### config.mk
export PLATFORM = sky130hd
export DESIGN_NAME = operating_mode_controller
export DESIGN_NICKNAME = d
export VERILOG_FILES = /design/src/verilog/config_store.v /design/src/verilog/operating_mode_controller.v
export VERILOG_INCLUDE_DIRS = /design/src /design/src/verilog
export SDC_FILE = /design/constraint.sdc
export NUM_CORES = 1
export LEC_CHECK = 0
export ABC_AREA = 1
export BUFFER_PORTS_ARGS = -buffer_cell sky130_fd_sc_hd__buf_2
export CAP_MARGIN = 30
export CORE_MARGIN = 3
export CORE_UTILIZATION = 59
export DETAILED_ROUTE_END_ITERATION = 6
export PLACE_DENSITY = 0.93
export SLEW_MARGIN = 5
export SYNTH_ARGS = -nofsm -noshare
export SYNTH_HDL_FRONTEND = slang
export SYNTH_SLANG_ARGS = --single-unit
### constraint.sdc
create_clock -name clk -period 2.22 [get_ports clk]
set_clock_uncertainty 0.05 [all_clocks]
set_input_delay 0.222 -clock clk [delete_from_list [all_inputs] [get_ports clk]]
set_output_delay 0.222 -clock clk [all_outputs]
set_load 0.05 [all_outputs]
### src/verilog/opmode_consts.vh
/*
 constants of the operating mode controller: mode codes, command codes,
 field positions, reset values and the restart hold time.
 assumes a 20 MHz core clock and includes by bare name.
*/
`ifndef OPMODE_CONSTS_VH
`define OPMODE_CONSTS_VH

`define MODE_INIT 3'h0
`define MODE_NORMAL 3'h1
`define MODE_STOP 3'h2
`define MODE_SLEEP 3'h3
`define MODE_RESTART 3'h4

// mode field of a mode command
`define CMD_NORMAL 2'h0
`define CMD_STOP 2'h1
`define CMD_SLEEP 2'h2
`define CMD_SOFT_RESET 2'h3

// write kinds; stop mode accepts all but WR_CONFIG and stop or sleep mode commands
`define WR_MODE 2'h0
`define WR_WD_REFRESH 2'h1
`define WR_STATUS_CLR 2'h2
`define WR_CONFIG 2'h3

// config word fields
`define CFG_WD_EN 0
`define CFG_HS_LSB 1
`define CFG_HS_W 4
`define CFG_BD_EN 5
`define CFG_CP_EN 6
`define CFG_CAN_LSB 7
`define CFG_CS_SRC_LSB 9
`define CFG_CS_EN 12
`define CFG_CW_TMR 13
`define CFG_CW_EN 14
`define CFG_W 15
`define CFG_RESET 15'h0001

// can states
`define CAN_OFF 2'h0
`define CAN_WAKE_CAP 2'h1
`define CAN_ON 2'h2
`define CAN_WOKEN 2'h3

// cyclic sense sources
`define CS_HS 3'h0
`define CS_WAKE 3'h1
`define CS_TMR1 3'h2
`define CS_TMR2 3'h3
`define CS_SYNC 3'h4

// restart reset pulse
`define RESTART_NS 20000
`define CLK_NS 50
`define RESTART_CYC ((`RESTART_NS + `CLK_NS - 1) / `CLK_NS)

`endif

### src/verilog/config_store.v
/*
 config_store: small register holding the normal-mode configuration word.
 assumes the caller decides when a write is allowed.
*/
`timescale 1ns/1ns
`default_nettype none
module config_store #(
    parameter W = 15,
    parameter [W-1:0] RST = 15'h0001
) (
    input wire clk,
    input wire arst_n,
    input wire soft_rst,
    input wire wr_en,
    input wire [W-1:0] wr_data,
    output reg [W-1:0] rd_data
);
    always @(posedge clk or negedge arst_n) begin
        if (!arst_n) begin
            rd_data <= RST;
        end else if (soft_rst) begin
            rd_data <= RST;
        end else if (wr_en) begin
            rd_data <= wr_data;
        end
    end
endmodule
`default_nettype wire

### src/verilog/operating_mode_controller.v
/*
 operating_mode_controller: mode state machine and per-mode sub-block
 controls. assumes a decoded serial frame arrives as a one-cycle strobe
 with its write kind and payload; status bits are plain ports.
*/
`timescale 1ns/1ns
`default_nettype none
`include "opmode_consts.vh"
module operating_mode_controller #(
    parameter RESTART_CYCLES = `RESTART_CYC
) (
    input wire clk,
    input wire arst_n,
    input wire frame_valid,
    input wire frame_write,
    input wire [1:0] frame_kind,
    input wire [1:0] frame_mode,
    input wire [`CFG_W-1:0] frame_cfg,
    input wire debug_strap,
    input wire wake_event,
    input wire can_bus_wake,
    input wire brake_event,
    input wire fail_event,
    input wire park_brake_req,
    input wire ov_brake_req,
    input wire event_mask,
    input wire status_clear,
    output reg [2:0] mode_r,
    output reg spi_fail_r,
    output reg reset_out_n,
    output reg int_out_n,
    output reg main_regulator,
    output reg main_regulator_low_power,
    output reg watchdog_unit,
    output reg watchdog_long_window,
    output reg [`CFG_HS_W-1:0] high_side_switches,
    output reg bridge_drivers,
    output reg low_side_brake,
    output reg charge_pump,
    output reg [1:0] can_state,
    output reg cyclic_sense,
    output reg [2:0] cyclic_sense_src,
    output reg cyclic_wake,
    output reg cyclic_wake_timer
);
    reg [2:0] mode_nxt;
    reg debug_r;
    reg first_frame_r;
    reg can_woken_r;
    reg [15:0] rst_cnt_r;
    reg soft_rst;
    reg cfg_wr;
    reg fail_set;
    wire [`CFG_W-1:0] cfg;
    wire [1:0] can_cfg;

    config_store #(
        .W(`CFG_W),
        .RST(`CFG_RESET)
    ) u_cfg (
        .clk(clk),
        .arst_n(arst_n),
        .soft_rst(soft_rst),
        .wr_en(cfg_wr),
        .wr_data(frame_cfg),
        .rd_data(cfg)
    );

    assign can_cfg = cfg[`CFG_CAN_LSB+1:`CFG_CAN_LSB];

    function mode_cmd_ok;
        input [2:0] m;
        input [1:0] cmd;
        begin
            case (m)
                `MODE_NORMAL: mode_cmd_ok = 1'b1;
                `MODE_STOP: mode_cmd_ok = (cmd == `CMD_NORMAL) || (cmd == `CMD_SOFT_RESET);
                default: mode_cmd_ok = 1'b0;
            endcase
        end
    endfunction

    // next mode and command gating
    always @* begin
        mode_nxt = mode_r;
        soft_rst = 1'b0;
        cfg_wr = 1'b0;
        fail_set = 1'b0;
        case (mode_r)
            `MODE_INIT: begin
                // any protocol-valid frame with the reset output high leaves init, checksum ignored; a mode command other than normal sets spi fail
                if (frame_valid && reset_out_n) begin
                    mode_nxt = `MODE_NORMAL;
                    if (frame_write && frame_kind == `WR_MODE && frame_mode != `CMD_NORMAL)
                        fail_set = 1'b1;
                end
            end
            `MODE_NORMAL: begin
                if (fail_event) begin
                    mode_nxt = `MODE_RESTART;
                end else if (frame_valid && frame_write) begin
                    if (frame_kind == `WR_CONFIG) begin
                        cfg_wr = 1'b1;
                    end else if (frame_kind == `WR_MODE) begin
                        case (frame_mode)
                            `CMD_STOP: mode_nxt = `MODE_STOP;
                            `CMD_SLEEP: mode_nxt = `MODE_SLEEP;
                            `CMD_SOFT_RESET: begin
                                mode_nxt = `MODE_INIT;
                                soft_rst = 1'b1;
                            end
                            default: mode_nxt = `MODE_NORMAL;
                        endcase
                    end
                end
            end
            `MODE_STOP: begin
                // wake and brake events only reach the interrupt pin
                if (fail_event) begin
                    mode_nxt = `MODE_RESTART;
                end else if (frame_valid && frame_write) begin
                    if (frame_kind == `WR_MODE && mode_cmd_ok(mode_r, frame_mode)) begin
                        if (frame_mode == `CMD_SOFT_RESET) begin
                            mode_nxt = `MODE_INIT;
                            soft_rst = 1'b1;
                        end else begin
                            mode_nxt = `MODE_NORMAL;
                        end
                    end else if (frame_kind == `WR_CONFIG || frame_kind == `WR_MODE) begin
                        fail_set = 1'b1;
                    end
                end
            end
            `MODE_SLEEP: begin
                if (wake_event || can_bus_wake)
                    mode_nxt = `MODE_RESTART;
                else if (frame_valid && frame_write)
                    fail_set = 1'b1;
            end
            `MODE_RESTART: begin
                // transitional: leave once the reset pulse has run
                if (rst_cnt_r == RESTART_CYCLES[15:0])
                    mode_nxt = `MODE_NORMAL;
            end
            default: mode_nxt = `MODE_INIT;
        endcase
    end

    // single mode register
    always @(posedge clk or negedge arst_n) begin
        if (!arst_n) begin
            mode_r <= `MODE_INIT;
            reset_out_n <= 1'b0;
            rst_cnt_r <= 16'h0000;
            first_frame_r <= 1'b1;
            debug_r <= 1'b0;
            can_woken_r <= 1'b0;
            spi_fail_r <= 1'b0;
            int_out_n <= 1'b1;
        end else begin
            mode_r <= mode_nxt;
            if (mode_nxt == `MODE_RESTART && mode_r != `MODE_RESTART) begin
                rst_cnt_r <= 16'h0000;
                reset_out_n <= 1'b0;
            end else if (!reset_out_n) begin
                if (rst_cnt_r == RESTART_CYCLES[15:0])
                    reset_out_n <= 1'b1; // in init after arst_n, watchdog long window starts here
                else
                    rst_cnt_r <= rst_cnt_r + 16'h0001;
            end
            // strap caught on the first frame after reset release in init
            if (mode_r == `MODE_INIT && frame_valid && reset_out_n && first_frame_r) begin
                debug_r <= ~debug_strap;
                first_frame_r <= 1'b0;
            end
            if (mode_r == `MODE_SLEEP && can_bus_wake)
                can_woken_r <= 1'b1;
            else if (mode_r == `MODE_NORMAL)
                can_woken_r <= 1'b0;
            // set wins over clear
            if (fail_set)
                spi_fail_r <= 1'b1;
            else if (status_clear || soft_rst)
                spi_fail_r <= 1'b0; // soft reset value too
            int_out_n <= ~(mode_r == `MODE_STOP && (wake_event || brake_event) && !event_mask);
        end
    end

    // per-mode controls decoded from the mode
    always @* begin
        main_regulator = 1'b1;
        main_regulator_low_power = 1'b0;
        watchdog_unit = cfg[`CFG_WD_EN];
        watchdog_long_window = 1'b0;
        high_side_switches = cfg[`CFG_HS_LSB+`CFG_HS_W-1:`CFG_HS_LSB];
        bridge_drivers = 1'b0;
        charge_pump = 1'b0;
        low_side_brake = 1'b0;
        can_state = can_cfg;
        cyclic_sense = cfg[`CFG_CS_EN];
        cyclic_sense_src = cfg[`CFG_CS_SRC_LSB+2:`CFG_CS_SRC_LSB];
        cyclic_wake = cfg[`CFG_CW_EN];
        cyclic_wake_timer = cfg[`CFG_CW_TMR];
        case (mode_r)
            `MODE_INIT: begin
                watchdog_unit = reset_out_n;
                watchdog_long_window = 1'b1;
                high_side_switches = {`CFG_HS_W{1'b0}};
                can_state = debug_r ? `CAN_ON : `CAN_OFF;
                cyclic_sense = 1'b0;
                cyclic_wake = 1'b0;
            end
            `MODE_NORMAL: begin
                bridge_drivers = cfg[`CFG_BD_EN];
                charge_pump = cfg[`CFG_CP_EN];
            end
            `MODE_STOP: begin
                main_regulator_low_power = 1'b1;
                low_side_brake = park_brake_req || ov_brake_req;
            end
            `MODE_SLEEP: begin
                main_regulator = 1'b0;
                watchdog_unit = 1'b0;
                low_side_brake = park_brake_req || ov_brake_req;
                can_state = (can_cfg == `CAN_OFF) ? `CAN_OFF : `CAN_WAKE_CAP;
            end
            `MODE_RESTART: begin
                watchdog_unit = 1'b0;
                high_side_switches = {`CFG_HS_W{1'b0}};
                cyclic_sense = 1'b0;
                cyclic_wake = 1'b0;
                can_state = can_woken_r ? `CAN_WOKEN :
                            ((can_cfg == `CAN_OFF) ? `CAN_OFF : `CAN_WAKE_CAP);
            end
            default: main_regulator = 1'b1;
        endcase
    end
endmodule
`default_nettype wire

* After elaboration in Yosys (flattened, before gate mapping) *
Cells that the tools add are included.

operators by class
  $add $sub $neg = 1
  equality and inequality tests = 13
  multiplexer cells = 64
  bitwise operators = 2
  reduce and logical (&&, ||, !) cells = 31

operators with widths
  operator                                               number
  two-way mux 16 bit                                     3
  two-way mux 1 bit                                      40
  two-way mux 15 bit                                     2
  two-way mux 3 bit                                      10
  adder 16 x 1 -> 16 bit, second input constant          1
  equality test 16 x 9 -> 1 bit, second input constant   1
  one-hot mux 3 bit (5 select lines)                     1
  logical AND 1 bit                                      12
  one-hot mux 2 bit (3 select lines)                     2
  nonzero test 2 bit                                     4
  equality test 2 bit, second input constant             3
  equality test 3 x 2 -> 1 bit, second input constant    2
  equality test 3 bit, second input constant             2
  zero test 2 bit                                        3
  logical OR 1 bit                                       6
  OR reduction 2 bit                                     3
  two-way mux 2 bit                                      2
  two-way mux 4 bit                                      1
  inequality test 2 x 1 -> 1 bit, second input constant  2
  one-hot mux 1 bit (2 select lines)                     2
  equality test 3 x 1 -> 1 bit, second input constant    1
  zero test 3 bit                                        1
  inequality test 3 bit, second input constant           1
  one-hot mux 1 bit (3 select lines)                     1
  4 further kinds                                        5

word-level totals
  register bits after elaboration = 40
  output and inout bits = 25

* Longest topological paths before layout *
Gate-level depths: netlist (run 1).

  depth in word-level cells = 14
  depth in mapped cells = 11
  depth with buffers taken out = 10

* By module *
A second synthesis (run 1) with hierarchy kept.

second synthesis, totals
  cells, all modules = 355
  area, all modules = 2501.1 um^2

modules (own cells, without submodules)
  module                     times used  cells each  area each (um^2)  sequential area each (um^2)
  operating_mode_controller  1           289         1873.0            628.1
  config_store               1           66          628.1             376.6

* Worst setup path before layout (run 1) *
No wires, ideal clock.

  path kind = reg-to-output
  from = register mode_r[0]
  to = output port can_state[0]
  arrival time = 2.222 ns
  setup slack = -0.274 ns
  cell stages (with the launch flop) = 5
  path through = dfrtp_1 -> nand3_2 -> inv_1 -> a211oi_1 -> a21oi_1

between the ends
  word-level cells in the longest chain between the ends = 2

RTL lines
  element                                      RTL line                         source
  start: declaration                           operating_mode_controller.v:28   output reg [2:0] mode_r,
  start signal: assignment                     operating_mode_controller.v:152  mode_r <= `MODE_INIT;
  start signal: assignment                     operating_mode_controller.v:161  mode_r <= mode_nxt;
  equality test 3 bit (tied with other cells)  operating_mode_controller.v:204  case (mode_r)
  one-hot mux 2 bit (3 select lines) *         operating_mode_controller.v:204
  end: declaration                             operating_mode_controller.v:40   output reg [1:0] can_state,

Every way passes the cells marked *; elsewhere a longest branch is shown, timed or not.

* Worst setup path after layout (run 1) *
Ends and elaborated chain as after synthesis.

==> out/qor.csv, run 1 <==
stage,metric,value,unit
power,Static Leak,1.694,nW
sta,unrepaired setup endpoints after global routing,no,
sta,# setup viols final,0,
min_path,Hold Crit Class,primary input to asynchronous set/reset pin,
yosys,"Warnings, synthesis",0,
routing,first-pass iteration count of the detailed router,5,
die,chip width,71.97,um
yosys,Synth cell types,33,
cells_and_area,layout net count,464,
critical_path,r2r setup slk,0.17,ns
yosys,Post-synth EDFFs,0,
cells_and_area,number of diodes,0,
routing,Total Wirelength,5.952,mm
critical_path,worst-path fanout max,7,
yosys,largest family of logic cells by synthesized area,simple AND/OR/NAND/NOR gates,
die,Ports,57,
clocking,H-Tree Depth,2,
run_status,status,"complete, but fails checks",
global_routing,GRT Total Usage,24.37,%
yosys,top_reg_cell synth,dfrtp_1,
place,DP Wirelength,4.430,mm
die,die height,71.97,um
die,Die Area,5179,um2
routing,initial DRC count,226,
critical_path,Crit-path slowest cell,dfrtp_1,
power,Max VDD drop,553.1,uV
cells_and_area,"leading cell type in the layout, fill and taps excluded",nand2_1,
critical_path,Worst Path Arrival,1.82,ns
routing,residual DRC count,0,
yosys,mux cell area share after synthesis,0,%
die,row count,23,
sta,slew of the pin with the lowest slew margin,0.8774,ns
die,core area,4086,um2
critical_path,largest stage delay on the critical path,0.47,ns
yosys,syn avg cell area,6.883,um2
critical_path,critical-path cell list,"nor2_4, inv_2, nor2_2, nand2_1, a21oi_2, buf_2",
clocking,Root Buffer,clkbuf_8,
sta,slew margin rel.,41.50,%
yosys,Post-synth ARST share,100.0,%
critical_path,Startpoint Class,flop,
place,Post-Place Cells,470,
routing,Avg WL per Cell,12.45,um
clocking,TritonCTS Buffers,5,
clocking,clock sinks,40,
global_routing,pin count of the biggest net entering global routing,41,
place,I/O Buffers,56,
critical_path,crit end category,output port,
power,power density over the cells,874.2,nW/um2
yosys,top-area cell type share of the netlist area,36.06,%
cells_and_area,"non-filler cells, final",478,
routing,vias post-DR,2517,
cells_and_area,most frequent cells in the layout,"nand2_1, inv_1, buf_2",
global_routing,global-route wire length before repair,10.03,mm
sta,final hold viol count,12,
routing,Via density,5.266,
yosys,simple-gate area share of the yosys netlist,36.26,%
clocking,Clock Tree Buf Depth,2,
routing,antenna-violating nets left,0,
sta,Worst Hold Slack,-0.01035,ns
global_routing,vias in the first global route,2315,
clocking,CTS tree,built,
critical_path,critical path class,flop to output port,
job,max cap viols,0,
clocking,clock slew seen by the registers of the worst setup and hold paths,0.08,ns
yosys,compound-gate portion of the synthesized area,6.969,%
global_routing,initial antenna violation count,0,
yosys,Mapped Area,2567,um2
yosys,sequential area share after synthesis,39.13,%
yosys,Synthesized Nets,410,
sta,post-route clock period utilization,94.28,%
sta,Max Clk Rate,477.8,MHz
yosys,synth top area cells,"dfrtp_1, nand2_1, inv_1",
sta,Final Max Slew Viols,0,
yosys,Syn Inst Count,373,
cells_and_area,Area Overhead vs Synth,15.20,%
clocking,"Clk Latency, worst-skew pair",0.30,ns
yosys,xor-xnor portion of the synthesized cell area,2.047,%
clocking,post-CTS setup buffer count,0,
run_status,failing checks,negative hold slack,
cells_and_area,share of cells above drive strength 1,21.26,%
sta,minimum clock period,2.093,ns
global_routing,grt total ovfl,0,
sta,setup tns final,0,ns
critical_path,WP data required,1.95,ns
die,Initial Utilization,62.83,%
yosys,Seq cells post-synth,40,
place,Final GP Congestion,0.8856,
yosys,Synth Area in Adders,2.437,%
yosys,"area leader, netlist",dfrtp_1,
synthesized netlist by cell type, types with 2 or more instances:
| cell type | number |
|---|---|
| buf_4 | 3 |
| nand3_1 | 19 |
| nand2_1 | 119 |
| xor2_1 | 5 |
| dfrtp_1 | 37 |
| inv_1 | 64 |
| nor3_1 | 3 |
| or2_2 | 2 |
| nand2_2 | 2 |
| dfstp_2 | 3 |
| nor2_2 | 2 |
| buf_2 | 3 |
| nor2_1 | 44 |
| buf_6 | 3 |
| nor2_4 | 2 |
| inv_2 | 6 |
| a21oi_1 | 3 |
| ha_1 | 5 |
| o21ai_1 | 15 |
| nand4_1 | 13 |
| o21ai_0 | 5 |
| nand3_2 | 4 |
routing by layer:
metal	GRT usage [%]	routed length [um]	vias up
met5	0	0	-
met2	41.94	2988	102
met1	30.86	2441	1152
li1	-	-	1251
met3	4.155	415	12
met4	8.977	106	0
area by class of cell:
| type | instances | area [um2] |
|---|---|---|
| Multi-Input combinational cell | 253 | 1232 |
| Clock inverter | 2 | 35.03 |
| Tap cell | 50 | 62.56 |
| Inverter | 70 | 262.8 |
| Fill cell | 329 | 1129 |
| Clock buffer | 6 | 72.57 |
| Sequential cell | 40 | 1005 |
| Timing Repair Buffer | 57 | 287.8 |
repair_timing:
item	CTS	global route
hold endpoints to repair	0	0
setup endpoints to repair	0	2
resized for setup	0	1
hold buffers	0	0
per-stage QoR:
stage / power, mW / instance area [um2] / setup slack (ns) / util, % / hold slack [ns]
after floorplan: 1.757 / 2572 / 0.005788 / - / -0.1236
after global placement: 1.940 / 2848 / 0.3476 / 69.69 / 0.3372
after detailed placement: 1.990 / 2848 / 0.2853 / 69.69 / 0.3453
after CTS: 2.583 / 2955 / 0.03202 / 72.32 / 0.02720
after global routing: 2.738 / 2958 / 0.02173 / 72.38 / 0.04626
final: 2.586 / 2958 / 0.1270 / 72.38 / -0.01035
final timing paths:
path / startpoint / to / cells after the start
hold / removal: arst_n / rst_cnt_r[13]$_DFFE_PN0P_ / 1
setup / recovery: mode_r[0]$_DFF_PN0_ / can_state[0] / 6
min in group clk: debug_strap / debug_r$_DFFE_PN0P_ / 2
setup reg to reg: mode_r[1]$_DFF_PN0_ / rst_cnt_r[7]$_DFFE_PN0P_ / 7
max in group asynchronous: arst_n / u_cfg.rd_data[2]$_DFFE_PN0P_ / 1
hold reg to reg: first_frame_r$_DFFE_PN1P_ / first_frame_r$_DFFE_PN1P_ / 2
worst max-delay path: cells and delay by family, from the launching register on:
| family | cells | cell delay [ns] |
|---|---|---|
| AO/OA/AOI/OAI | 1 | 0.14 |
| buffers and inverters | 2 | 0.38 |
| flip-flops | 1 | 0.47 |
| AND/OR/NAND/NOR | 3 | 0.53 |
flip-flops by register name, indices dropped and copies added (netlist names):
register       flops
u_cfg.rd_data     15
int_out_n          1
reset_out_n        1
first_frame_r      1
spi_fail_r         1
mode_r             3
can_woken_r        1
debug_r            1
rst_cnt_r         16
report_power, final:
part	internal (mW)	switching, mW	total (mW)
Sequential	0.871	0.159	1.03
Combinational	0.297	0.662	0.959
Clock	0.334	0.262	0.596
kinds of logic after synthesis:
| group | count (synthesis) |
|---|---|
| flip-flops | 40 |
| buffers and inverters | 80 |
| adder cells (fa/ha/maj) | 5 |
| AO/OA/AOI/OAI | 30 |
| XOR/XNOR | 6 |
| AND/OR/NAND/NOR | 212 |
(Power assumes the default switching activity.)
==> run 2: changes to the inputs <==
==> constraint.sdc (replaced) <==
create_clock -name clk -period 2.22 [get_ports clk]
set_clock_uncertainty 0.05 [all_clocks]
set_input_delay 0.333 -clock clk [delete_from_list [all_inputs] [get_ports clk]]
set_output_delay 0.333 -clock clk [all_outputs]
set_load 0.05 [all_outputs]
==> out/qor.csv, run 2 (same netlist as run 1, synthesis figures left out) <==
stage,metric,value,unit,change
clocking,"Clk Latency, worst-skew pair",0.29,ns,about the same
global_routing,GRT Total Usage,24.25,%,-0.12 points
sta,final hold viol count,0,,-12
die,row count,23,,unchanged
die,core area,4086,um2,unchanged
global_routing,vias in the first global route,2308,,-0.30%
routing,antenna-violating nets left,0,,unchanged
cells_and_area,"leading cell type in the layout, fill and taps excluded",nand2_1,,
cells_and_area,final instance area,2978,um2,+0.68%
die,chip width,71.97,um,unchanged
die,Ports,57,,unchanged
routing,Highest Signal Layer,met4,,
routing,residual DRC count,0,,unchanged
cells_and_area,"non-filler cells, final",481,,+0.63%
global_routing,initial antenna violation count,0,,unchanged
critical_path,critical path class,flop to output port,,
sta,slew margin rel.,57.23,%,+16 points
cells_and_area,most frequent cells in the layout,"nand2_1, inv_1, buf_2",,
sta,slew of the pin with the lowest slew margin,0.6416,ns,-0.2359 ns
cells_and_area,Area Overhead vs Synth,15.98,%,
global_routing,grt total ovfl,0,,unchanged
global_routing,pin count of the biggest net entering global routing,41,,unchanged
power,Gate power share,38.7,%,+1.6 points
routing,Total Wirelength,6.000,mm,+0.81%
run_status,status,completed,,
power,power density over the cells,845.0,nW/um2,-3.3%
critical_path,Startpoint Class,flop,,
place,Final GP Congestion,0.9454,,+6.8%
place,Post-Place Cells,471,,+0.21%
min_path,Hold Crit Class,primary input to asynchronous set/reset pin,,
cells_and_area,Top reg by flops,rst_cnt_r,,
clocking,clock sinks,40,,unchanged
routing,Via density,5.179,,-1.7%
critical_path,WP data required,1.84,ns,-0.11 ns
sta,# setup viols final,0,,unchanged
sta,Final Max Slew Viols,0,,unchanged
sta,minimum clock period,2.069,ns,-0.02409 ns
die,Initial Utilization,62.83,%,unchanged
cells_and_area,biggest regs,"rst_cnt_r x16, u_cfg.rd_data x15, mode_r x3",,
place,I/O Buffers,56,,unchanged
power,Sw Ratio,43.11,%,+1.2 points
clocking,TritonCTS Buffers,5,,unchanged
routing,vias post-DR,2491,,-1.0%
cells_and_area,Largest register FFs,16,,unchanged
power,Static Leak,1.704,nW,+0.61%
cells_and_area,layout net count,467,,+0.65%
die,die height,71.97,um,unchanged
clocking,Clock Tree Buf Depth,2,,unchanged
routing,routed length on met2,3.092,mm,+3.5%
sta,post-route clock period utilization,93.19,%,-1.1 points
routing,initial DRC count,171,,-24%
critical_path,crit end category,output port,,
clocking,H-Tree Depth,2,,unchanged
critical_path,Worst Path Arrival,1.69,ns,-0.13 ns
sta,Max Clk Rate,483.4,MHz,+1.2%
place,cell area after placement,2865,um2,+0.62%
sta,final worst setup slack,0.1511,ns,+0.02409 ns
routing,first-pass iteration count of the detailed router,5,,unchanged
cells_and_area,number of diodes,0,,unchanged
clocking,Root Buffer,clkbuf_8,,
cells_and_area,share of cells above drive strength 1,22.27,%,+1.0 points
routing,met3 wire len,272,um,-34%
clocking,# hold bufs at CTS,0,,unchanged
power,Net Switching,1.085,mW,+0.17%
power,Max VDD drop,484.9,uV,-12%
routing,Avg WL per Cell,12.47,um,+0.18%
place,DP Wirelength,4.429,mm,about the same
clocking,clock slew seen by the registers of the worst setup and hold paths,0.08,ns,about the same
job,max cap viols,0,,unchanged
die,Die Area,5179,um2,unchanged
power,Flop pwr share,41.4,%,+1.6 points
critical_path,worst-path fanout max,7,,unchanged
global_routing,global-route wire length before repair,10.07,mm,+0.42%
routing,post-route met1 wirelength,2.472,mm,+1.3%
power,Internal,1.431,mW,-4.7%
sta,unrepaired setup endpoints after global routing,no,,
clocking,CTS tree,built,,
place,pre-CTS worst setup slack,0.2558,ns,-0.02951 ns
critical_path,r2r setup slk,0.19,ns,+0.02 ns
power,clock share of power,20.0,%,-3.1 points
-- run 2: changes by cell type in the layout (fill, tap and decap cells not counted), sizes merged --
cell / before / now
buf: 57 / 59
bufinv: 1 / 0
clkbuf: 6 / 7
clkinv: 1 / 2
-- run 2: power by group through the flow --
stage / Sequential, mW / Clock (mW) / Combinational (mW)
after floorplan: 1.08 / 0 / 0.686
after global placement: 1.04 / 0 / 0.915
after detailed placement: 1.05 / 0 / 0.949
after CTS: 1.04 / 0.514 / 0.962
after global routing: 1.06 / 0.539 / 1.07
final: 1.04 / 0.503 / 0.973
-- run 2: timing repair --
| action | CTS | global route |
|---|---|---|
| setup endpoints to repair | 2 | 2 |
| resized for setup | 1 | 1 |
| pin swaps | 0 | 1 |
| setup buffers | 0 | 2 |
-- run 2: layout make-up --
class | count | area, um2
fill | 332 | 1109
timing repair buffer | 60 | 312.8
clock inverter | 2 | 10.01
sequential | 40 | 1005
tap | 50 | 62.56
clock buffer | 6 | 82.58
multi-input combinational | 253 | 1242
inverter | 70 | 262.8
-- run 2: final timing paths --
path,from,to,cells past startpoint
setup reg to reg,mode_r[1]$_DFF_PN0_,rst_cnt_r[3]$_DFFE_PN0P_,7
setup / recovery,mode_r[2]$_DFF_PN0_,can_state[0],6
min in group clk,debug_strap,debug_r$_DFFE_PN0P_,2
max in group asynchronous,arst_n,u_cfg.rd_data[0]$_DFFE_PN1P_,2
hold / removal,arst_n,rst_cnt_r[6]$_DFFE_PN0P_,2
hold reg to reg,first_frame_r$_DFFE_PN1P_,first_frame_r$_DFFE_PN1P_,2
-- run 2: per-layer routing --
metal	track usage (%)	vias up
li1	-	1251
met1	29.86	1139
met2	42.86	85
met3	2.632	16
met4	10.86	0
met5	0	-
-- run 2: critical path: stages, from the launching register on --
cell,delay [ns]
dfrtp_1,0.45
inv_2,0.10
nand3_2,0.17
inv_1,0.08
a211oi_1,0.33
a21oi_2,0.05
clkbuf_4,0.22
-- run 2: metrics by stage --
step                      power, mW  setup TNS, ns  util, %  hold WS, ns
after floorplan               1.767       -0.07860        -     -0.01259
after global placement        1.957              0    70.12       0.3663
after detailed placement      1.999              0    70.12       0.3693
after CTS                     2.513              0    72.44      0.04981
after global routing          2.667              0    72.87      0.08433
final                         2.516              0    72.87      0.03771
==> run 3: changes to the inputs <==
--- a/config.mk
+++ b/config.mk
@@ -10,9 +10,9 @@
 export BUFFER_PORTS_ARGS = -buffer_cell sky130_fd_sc_hd__buf_2
 export CAP_MARGIN = 30
 export CORE_MARGIN = 3
-export CORE_UTILIZATION = 59
+export CORE_UTILIZATION = 58
 export DETAILED_ROUTE_END_ITERATION = 6
-export PLACE_DENSITY = 0.93
+export PLACE_DENSITY = 0.92
 export SLEW_MARGIN = 5
 export SYNTH_ARGS = -nofsm -noshare
 export SYNTH_HDL_FRONTEND = slang
==> out/qor.csv, run 3 (same netlist as run 1, synthesis figures left out) <==
stage,metric,value,unit,change
run_status,status,completed,,
critical_path,Register-to-Register Path Depth,7,,unchanged
critical_path,crit end category,output port,,
die,Ports,57,,unchanged
routing,vias post-DR,2486,,-0.20%
global_routing,vias in the first global route,2402,,+4.1%
power,power density over the cells,843.4,nW/um2,-0.19%
place,cell area after placement,2850,um2,-0.52%
place,DP Wirelength,4.342,mm,-2.0%
min_path,Hold Crit Class,primary input to asynchronous set/reset pin,,
cells_and_area,Area Overhead vs Synth,15.01,%,
critical_path,Crit-path slowest cell,dfrtp_1,,
cells_and_area,most frequent cells in the layout,"nand2_1, inv_1, buf_2",,
sta,post-route clock period utilization,90.09,%,-3.1 points
cells_and_area,Largest register FFs,16,,unchanged
cells_and_area,Top reg by flops,rst_cnt_r,,
die,core area,4144,um2,+1.4%
cells_and_area,biggest regs,"rst_cnt_r x16, u_cfg.rd_data x15, mode_r x3",,
clocking,CTS tree,built,,
die,chip width,72.54,um,+0.79%
critical_path,Worst Path Arrival,1.62,ns,-0.07 ns
die,die height,72.54,um,+0.79%
global_routing,global-route wire length before repair,10.07,mm,about the same
die,Die Area,5261,um2,+1.6%
routing,Total Wirelength,5.784,mm,-3.6%
sta,final hold viol count,0,,unchanged
job,max cap viols,0,,unchanged
clocking,clock sinks,40,,unchanged
routing,residual DRC count,0,,unchanged
clocking,Root Buffer,clkbuf_8,,
sta,slew margin rel.,42.20,%,-15 points
critical_path,largest stage delay on the critical path,0.46,ns,about the same
cells_and_area,final instance area,2953,um2,-0.84%
cells_and_area,fin util,71.26,%,-1.6 points
cells_and_area,number of diodes,0,,unchanged
critical_path,critical-path cell list,"inv_2, nand3_2, inv_1, a211oi_1, a21oi_2, buf_4",,
sta,Max Clk Rate,500.0,MHz,+3.4%
critical_path,Startpoint Class,flop,,
sta,Final Max Slew Viols,0,,unchanged
critical_path,critical path class,flop to output port,,
sta,# setup viols final,0,,unchanged
critical_path,RR Endpoint,rst_cnt_r[3]$_DFFE_PN0P_,,
cells_and_area,layout net count,464,,-0.64%
cells_and_area,"leading cell type in the layout, fill and taps excluded",nand2_1,,
global_routing,GRT Total Usage,24.02,%,-0.24 points
place,I/O Buffers,56,,unchanged
global_routing,pin count of the biggest net entering global routing,41,,unchanged
power,Max VDD drop,524.8,uV,+8.2%
routing,Via density,5.201,,+0.43%
die,row count,23,,unchanged
clocking,clock slew seen by the registers of the worst setup and hold paths,0.08,ns,about the same
critical_path,r2r setup slk,0.22,ns,+0.03 ns
sta,setup tns final,0,ns,unchanged
sta,unrepaired setup endpoints after global routing,no,,
routing,antenna-violating nets left,0,,unchanged
clocking,Clock Tree Buf Depth,2,,unchanged
place,Final GP Congestion,0.9225,,-2.4%
sta,slew of the pin with the lowest slew margin,0.8670,ns,+0.2255 ns
clocking,H-Tree Depth,2,,unchanged
global_routing,grt total ovfl,0,,unchanged
clocking,"Clk Latency, worst-skew pair",0.29,ns,about the same
clocking,TritonCTS Buffers,5,,unchanged
die,Initial Utilization,61.96,%,-0.87 points
global_routing,initial antenna violation count,0,,unchanged
critical_path,crit path launch,mode_r[2]$_DFF_PN0_,,
power,Static Leak,1.686,nW,-1.1%
sta,minimum clock period,2.000,ns,-0.06888 ns
routing,initial DRC count,190,,+11%
cells_and_area,share of cells above drive strength 1,21.26,%,-1.0 points
critical_path,worst-path fanout max,7,,unchanged
routing,Avg WL per Cell,12.10,um,-3.0%
critical_path,WP data required,1.84,ns,about the same
critical_path,Worst R2R Start,mode_r[2]$_DFF_PN0_,,
routing,first-pass iteration count of the detailed router,4,,-1
## run 3: per-stage QoR
step	worst slack [ns]	hold WS, ns	std cells	power, mW
6_report	0.2200	0.1044	478	2.490
5_1_grt	0.08080	0.1736	478	2.668
4_1_cts	0.01762	0.1310	477	2.503
3_5_place_dp	0.2506	0.3812	469	1.991
3_3_place_gp	0.3130	0.3811	469	1.950
2_1_floorplan	-0.07860	-0.01259	373	1.767
## run 3: worst max-delay path, delay by kind of cell (launching register included)
family / cells / cell delay, ns
flip-flops: 1 / 0.46
buffers and inverters: 3 / 0.39
AND/OR/NAND/NOR: 1 / 0.16
AO/OA/AOI/OAI: 2 / 0.31
## run 3: worst max path at each step
stage	cells after the start	end
floorplan	4	can_state[0]
global placement	6	can_state[0]
detailed placement	7	rst_cnt_r[3]$_DFFE_PN0P_
CTS	6	can_state[0]
global route	7	rst_cnt_r[3]$_DFFE_PN0P_
finish	6	can_state[0]
## run 3: area by class of cell
type,instances,area [um2]
Clock buffer,8,90.09
Fill cell,344,1191
Inverter,70,262.8
Multi-Input combinational cell,253,1242
Sequential cell,40,1005
Tap cell,50,62.56
Timing Repair Buffer,57,290.3
## run 3: timing repair
action | in CTS | in global routing
resized for setup | 1 | 1
pin swaps | 0 | 1
buffers inserted | 0 | 1
endpoints found under the setup margin | 1 | 2
hold buffers | 0 | 0
## run 3: where the power goes
part / internal (mW) / switching [mW] / total (mW)
clock network: 0.253 / 0.236 / 0.489
logic: 0.306 / 0.653 / 0.959
registers: 0.872 / 0.170 / 1.04
total: 1.43 / 1.06 / 2.49
## run 3: metal layers
metal	track usage (%)	up-vias	wire length (um)
met2	41.38	104	2831
met5	0	-	0
met1	29.18	1120	2354
met4	9.631	0	147
li1	-	1248	-
met3	4.986	14	451
